===== config.mk =====
export PLATFORM = sky130hd
export DESIGN_NAME = plrd_strap_decode
export DESIGN_NICKNAME = d
export VERILOG_FILES = /design/src/plrd_strap_decode.v /design/src/plrd_sync2.v
export VERILOG_INCLUDE_DIRS = /design/src
export SDC_FILE = /design/constraint.sdc
export NUM_CORES = 1
export LEC_CHECK = 0
export BUFFER_PORTS_ARGS = -buffer_cell sky130_fd_sc_hd__buf_2
export CAP_MARGIN = 20
export CORE_MARGIN = 1
export CORE_UTILIZATION = 35
export CTS_BUF_LIST = sky130_fd_sc_hd__clkbuf_4
export CTS_CLUSTER_DIAMETER = 150
export DETAILED_ROUTE_END_ITERATION = 10
export SLEW_MARGIN = 20
export SYNTH_ARGS = -nofsm -noshare
export SYNTH_HDL_FRONTEND = slang
export SYNTH_SLANG_ARGS = --single-unit

===== constraint.sdc =====
create_clock -name i_clk -period 4.6 [get_ports i_clk]
set_input_delay 0.92 -clock i_clk [delete_from_list [all_inputs] [get_ports i_clk]]
set_output_delay 0.92 -clock i_clk [all_outputs]
set_load 0.005 [all_outputs]

===== src/plrd_consts.vh =====
// Constants for the strap decoder of the core clock plan
`ifndef PLRD_CONSTS_VH
`define PLRD_CONSTS_VH
`define PLRD_CFG_11X 6'h26
`define PLRD_CFG_11P5X 6'h00
`define PLRD_CFG_12X 6'h2e
`define PLRD_CFG_12P5X 6'h3e
`define PLRD_CFG_13X 6'h16
`define PLRD_CFG_13P5X 6'h38
`define PLRD_CFG_14X 6'h32
`define PLRD_CFG_15X 6'h06
`define PLRD_CFG_16X 6'h36
`define PLRD_CFG_17X 6'h02
`define PLRD_CFG_18X 6'h0a
`define PLRD_CFG_20X 6'h0e
`define PLRD_CFG_21X 6'h12
`define PLRD_CFG_24X 6'h1a
`define PLRD_CFG_28X 6'h3a
`define PLRD_CFG_BYPASS 6'h0c
`define PLRD_CFG_OFF 6'h3c
// Multiplier held in half steps: 22 means 11x
`define PLRD_HALF_11X 7'h16
`define PLRD_HALF_11P5X 7'h17
`define PLRD_HALF_12X 7'h18
`define PLRD_HALF_12P5X 7'h19
`define PLRD_HALF_13X 7'h1a
`define PLRD_HALF_13P5X 7'h1b
`define PLRD_HALF_14X 7'h1c
`define PLRD_HALF_15X 7'h1e
`define PLRD_HALF_16X 7'h20
`define PLRD_HALF_17X 7'h22
`define PLRD_HALF_18X 7'h24
`define PLRD_HALF_20X 7'h28
`define PLRD_HALF_21X 7'h2a
`define PLRD_HALF_24X 7'h30
`define PLRD_HALF_28X 7'h38
`define PLRD_HALF_1X 7'h02
`define PLRD_HALF_ZERO 7'h00
`define PLRD_HALF_LOW 7'h0a
// Oscillator to core ratio
`define PLRD_VCO_MULT 2'h1
`define PLRD_VCO_NONE 2'h0
// Synchroniser warm-up shift register after reset
`define PLRD_LIVE_RESET 2'h0
// Clock plan modes
`define PLRD_MODE_PLL 2'h0
`define PLRD_MODE_BYPASS 2'h1
`define PLRD_MODE_OFF 2'h2
`define PLRD_MODE_RSVD 2'h3
// Dynamic frequency switching divide selects
`define PLRD_SWITCH_NONE 2'h0
`define PLRD_SWITCH_DIV2 2'h1
`define PLRD_SWITCH_DIV4 2'h2
`endif


===== src/plrd_strap_decode.v =====
// Ratio strap capture and clock plan decode
`timescale 1ns/1ps
`include "plrd_consts.vh"
module plrd_strap_decode (
    input wire i_clk,
    input wire i_reset_n,
    input wire i_hard_reset_n,
    input wire [5:0] i_ratio_strap,
    input wire [1:0] i_dynamic_frequency_switching,
    input wire i_bypass_clock_qualifier,
    output reg [1:0] o_mode,
    output reg [6:0] o_core_mult_half,
    output reg [1:0] o_vco_mult,
    output reg o_pll_enable,
    output reg o_core_clock_en,
    output reg o_bus_clock_en,
    output reg o_low_ratio,
    output reg o_strap_reserved
);
    wire [5:0] strap_s;
    wire hard_reset_n_s;
    wire [1:0] freq_switch_s;
    wire qual_s;
    reg [5:0] cap_reg;
    reg [5:0] cap_next;
    reg [6:0] base_half;
    reg [1:0] mode_dec;
    reg [6:0] eff_half;
    reg qual_d_reg;
    reg [1:0] live_reg;
    reg [1:0] live_next;
    reg [1:0] mode_next;
    reg [6:0] mult_next;
    reg [1:0] vco_next;
    reg pll_next;
    reg core_en_next;
    reg bus_en_next;
    reg low_next;
    reg rsvd_next;
    wire qual_rise;
    wire capture_open;

    // Pins pass two flip-flops before any logic reads them
    plrd_sync2 #(.WIDTH(10)) u_sync (
        .i_clk(i_clk),
        .i_reset_n(i_reset_n),
        .i_async({i_ratio_strap, i_hard_reset_n, i_dynamic_frequency_switching, i_bypass_clock_qualifier}),
        .o_sync({strap_s, hard_reset_n_s, freq_switch_s, qual_s})
    );

    // Synchroniser warm-up: its reset value is no real pin level
    always @* begin
        live_next = {live_reg[0], 1'b1};
    end

    // Window opens while synchronised hard reset is asserted, once synchronised pins are real
    assign capture_open = live_reg[1] && !hard_reset_n_s;

    always @* begin
        cap_next = cap_reg;
        if (capture_open) begin
            cap_next = strap_s;
        end
    end

    // Strap table decode
    always @* begin
        mode_dec = `PLRD_MODE_PLL;
        base_half = `PLRD_HALF_ZERO;
        case (cap_reg)
            `PLRD_CFG_11X: base_half = `PLRD_HALF_11X;
            `PLRD_CFG_11P5X: base_half = `PLRD_HALF_11P5X;
            `PLRD_CFG_12X: base_half = `PLRD_HALF_12X;
            `PLRD_CFG_12P5X: base_half = `PLRD_HALF_12P5X;
            `PLRD_CFG_13X: base_half = `PLRD_HALF_13X;
            `PLRD_CFG_13P5X: base_half = `PLRD_HALF_13P5X;
            `PLRD_CFG_14X: base_half = `PLRD_HALF_14X;
            `PLRD_CFG_15X: base_half = `PLRD_HALF_15X;
            `PLRD_CFG_16X: base_half = `PLRD_HALF_16X;
            `PLRD_CFG_17X: base_half = `PLRD_HALF_17X;
            `PLRD_CFG_18X: base_half = `PLRD_HALF_18X;
            `PLRD_CFG_20X: base_half = `PLRD_HALF_20X;
            `PLRD_CFG_21X: base_half = `PLRD_HALF_21X;
            `PLRD_CFG_24X: base_half = `PLRD_HALF_24X;
            `PLRD_CFG_28X: base_half = `PLRD_HALF_28X;
            `PLRD_CFG_BYPASS: begin
                mode_dec = `PLRD_MODE_BYPASS;
                base_half = `PLRD_HALF_1X;
            end
            `PLRD_CFG_OFF: mode_dec = `PLRD_MODE_OFF;
            default: mode_dec = `PLRD_MODE_RSVD;
        endcase
    end

    always @* begin
        eff_half = base_half;
        if (mode_dec == `PLRD_MODE_PLL) begin
            case (freq_switch_s)
                `PLRD_SWITCH_DIV2: eff_half = {1'b0, base_half[6:1]};
                `PLRD_SWITCH_DIV4: eff_half = {2'b00, base_half[6:2]};
                default: eff_half = base_half;
            endcase
        end
    end

    // One-cycle pulse on each rising edge of the synchronised qualifier
    assign qual_rise = qual_s && !qual_d_reg;

    // Next values of the clock plan outputs
    always @* begin
        mode_next = mode_dec;
        mult_next = eff_half;
        vco_next = `PLRD_VCO_NONE;
        pll_next = 1'b0;
        core_en_next = 1'b0;
        bus_en_next = 1'b0;
        low_next = 1'b0;
        rsvd_next = 1'b0;
        case (mode_dec)
            `PLRD_MODE_PLL: begin
                vco_next = `PLRD_VCO_MULT;
                pll_next = 1'b1;
                core_en_next = 1'b1;
                // Bus clock runs every cycle under the loop
                bus_en_next = 1'b1;
                // Snoop margin flag for bus logic below five times
                low_next = (eff_half < `PLRD_HALF_LOW);
            end
            `PLRD_MODE_BYPASS: begin
                core_en_next = 1'b1;
                bus_en_next = qual_rise;
            end
            `PLRD_MODE_RSVD: begin
                rsvd_next = 1'b1;
            end
            default: begin
                core_en_next = 1'b0;
            end
        endcase
    end

    // Warm-up shift register and captured strap word
    always @(posedge i_clk) begin
        if (!i_reset_n) begin
            live_reg <= `PLRD_LIVE_RESET;
            // Off until a hard reset has really been seen
            cap_reg <= `PLRD_CFG_OFF;
        end else begin
            live_reg <= live_next;
            cap_reg <= cap_next;
        end
    end

    // Qualifier history for the edge detector
    always @(posedge i_clk) begin
        if (!i_reset_n) begin
            qual_d_reg <= 1'b0;
        end else begin
            qual_d_reg <= qual_s;
        end
    end

    // Mode and multiplier outputs
    always @(posedge i_clk) begin
        if (!i_reset_n) begin
            o_mode <= `PLRD_MODE_OFF;
            o_core_mult_half <= `PLRD_HALF_ZERO;
        end else begin
            o_mode <= mode_next;
            o_core_mult_half <= mult_next;
        end
    end

    // Oscillator ratio and loop enable outputs
    always @(posedge i_clk) begin
        if (!i_reset_n) begin
            o_vco_mult <= `PLRD_VCO_NONE;
            o_pll_enable <= 1'b0;
        end else begin
            o_vco_mult <= vco_next;
            o_pll_enable <= pll_next;
        end
    end

    // Core and bus clock enables
    always @(posedge i_clk) begin
        if (!i_reset_n) begin
            o_core_clock_en <= 1'b0;
            o_bus_clock_en <= 1'b0;
        end else begin
            o_core_clock_en <= core_en_next;
            o_bus_clock_en <= bus_en_next;
        end
    end

    // Status flags for the system side
    always @(posedge i_clk) begin
        if (!i_reset_n) begin
            o_low_ratio <= 1'b0;
            o_strap_reserved <= 1'b0;
        end else begin
            o_low_ratio <= low_next;
            o_strap_reserved <= rsvd_next;
        end
    end
endmodule // plrd_strap_decode


===== src/plrd_sync2.v =====
// Two flip-flop synchroniser for pin inputs
`timescale 1ns/1ps
module plrd_sync2 #(
    parameter WIDTH = 1
) (
    input wire i_clk,
    input wire i_reset_n,
    input wire [WIDTH-1:0] i_async,
    output reg [WIDTH-1:0] o_sync
);
    reg [WIDTH-1:0] meta_reg;

    // First stage feeds only the second stage
    always @(posedge i_clk) begin
        if (!i_reset_n) begin
            meta_reg <= {WIDTH{1'b0}};
            o_sync <= {WIDTH{1'b0}};
        end else begin
            meta_reg <= i_async;
            o_sync <= meta_reg;
        end
    end
endmodule // plrd_sync2


==> impl_metrics.tcl <==
set metrics [dict create \
    status "complete, no violations" \
    hold_buffers 0 \
    leakagePower_nw 0.852 \
    htree_num_levels 2 \
    path_clk_slew_ps 120 \
    finalNonFillerCells 285 \
    die-area_mm2 0.00557 \
    fin_area_mm2 0.00204 \
    io_buffers 25 \
    drtPass1Iterations 4 \
    regArea_um2 841 \
    dp_hpwl_um 2160 \
    startpoint_type "flip-flop" \
    end_kind "flip-flop" \
    cts-root-buf "clkbuf_4" \
    yosysUniqueCellTypes 51 \
    tritoncts "built" \
    tns_ps 0 \
    drt_iter0_drc 56 \
    clkSinkCount 42 \
    synth_top_area_share_pct 45.6 \
    rsz0062_at_grt "false" \
    grt_first_pass_wirelength_um 5400 \
    utilization_pct 39.9 \
    num_vias 1389 \
    cp.arrival_ps 2570 \
    yosysWarnings 0 \
    synth_top_area_cell "dfxtp_1" \
    syn2layout_area_growth_pct 10.3 \
    period_minus_slack_ps 2340 \
    hold_path.class "flip-flop to flip-flop" \
    ant_nets 0 \
    design.core.area_mm2 0.00511 \
    ioPinCount 28 \
    rows 26 \
    fin_crit_sh_pct 50.9 \
    drive_gt1_share_pct 20.5 \
    seq_area_frac_synth_pct 45.6 \
    multi_input_area_um2 866 \
    fillers 534 \
    grt_max_degree 38 \
    layout_commonest_cell "dfxtp_1" \
    insertion_delay_ps 330 \
    dp_cells 277 \
    placed_area_mm2 0.00195 \
    async_flop_share_pct 0 \
    synth_edf_count 0 \
    dp_slack_ps 2270 \
    die_y_um 74.6 \
    max_freq_mhz 427 \
    ir_worst_vdd_v 0.000196 \
    relSlewSlack_pct 58.0 \
    grt_pass1_vias 1190 \
    initial_core_util_pct 36.1 \
    wire_per_inst_um 11.0 \
    total_power_mw 0.712 \
    routed_wl_um 3130 \
    hold_viol 0 \
    grt_overflow 0 \
    track_usage_pct 12.7 \
    synth_area_leaders "dfxtp_1 46%, and2_1 7.8%, nand2_1 3.3%" \
    fin_ws_ps 2260 \
    worstPathRequired_ps 4830 \
    netlist_instances 199 \
    avgSynthCellArea_um2 9.27 \
    antenna_found_initial 0 \
    ff2ff_setup_slack_ps 2260 \
    place_congestion 0.781 \
    post_cts_buffers 0 \
    worstMarginPinSlew_ps 630 \
    p_per_area_mw_per_mm2 350 \
    hold_ws_ps 443 \
    mostFrequentLayoutCells "42 x dfxtp_1, 25 x buf_2, 23 x and2_1" \
    fp.dieW_um 74.6 \
    num_antenna_cells 0 \
    cts_buffers 5 \
    path_class "flip-flop to flip-flop" \
    syn_area_mm2 0.00185 \
    setup_violations 0 \
    clock_skew_ps 10.9 \
    final_nets 228 \
    synthFlopType "dfxtp_1" \
    drv_cap 0 \
    cts_buffer_depth 2 \
    yosys_register_bits 42 \
    crit_fanout 19 \
    maxSlewViolCount 0 \
    vias_per_cell 4.87 \
    cts-resized-gates 0 \
    drc 0 \
]
power breakdown:
group	internal, mW	switching, mW
Sequential	0.382	0.0165
Combinational	0.0368	0.0434
Clock	0.121	0.112
Total	0.540	0.172
cells by family (layout without fill, tap and decap cells):
logic type | count (synthesis) | count (layout) | synth area share [%]
adders and majority gates | 2 | 2 | 1.36
DFF | 42 | 42 | 45.6
and+or+nand+nor | 80 | 80 | 26.4
buffers and inverters | 27 | 42 | 7.73
AOI/OAI and AO/OA | 44 | 44 | 17.3
xor gates and xnor gates | 3 | 3 | 1.42
other | 1 | 2 | 0.203
final cells by class:
type                       instances  share of cell area, %
clock buffer                       6                   2.21
tap                               70                   4.30
clock inverter                     2                   1.84
inverter                           9                   1.66
timing repair buffer              25                   6.15
multi-input combinational        131                   42.5
sequential                        42                   41.3
path summary, 6_finish.rpt:
check | start | end | cells after the start
setup / recovery | cap_reg[4] | o_low_ratio | 6
hold / removal | u_sync.meta_reg[9] | u_sync.o_sync[9] | 1
setup reg to reg | cap_reg[4] | o_low_ratio | 6
hold reg to reg | u_sync.meta_reg[9] | u_sync.o_sync[9] | 1
synthesized netlist by cell type, drive strengths merged (5+ instances only):
cell	instances
nor2	10
nand2	17
clkbuf	6
inv	9
nand3	5
dfxtp	42
buf	12
nor3	5
o21ai	5
a21oi	11
and2	23
layer usage:
metal | up-vias | part of all wire (%) | GRT usage, %
met4 | 0 | 1.5 | 4.82
met5 | - | 0 | 0
met1 | 627 | 48 | 17.0
met3 | 4 | 5.1 | 3.75
li1 | 714 | - | -
met2 | 44 | 46 | 19.3
critical path, stage by stage (launching register included):
cell and delay, ps:
dfxtp_1 740, nor2_1 200, o2bb2ai_1 210, nor4_4 480, nand2_2 180, a2111oi_2 340, nor4_2 90
Note: power is estimated with default switching activity, not from simulation.
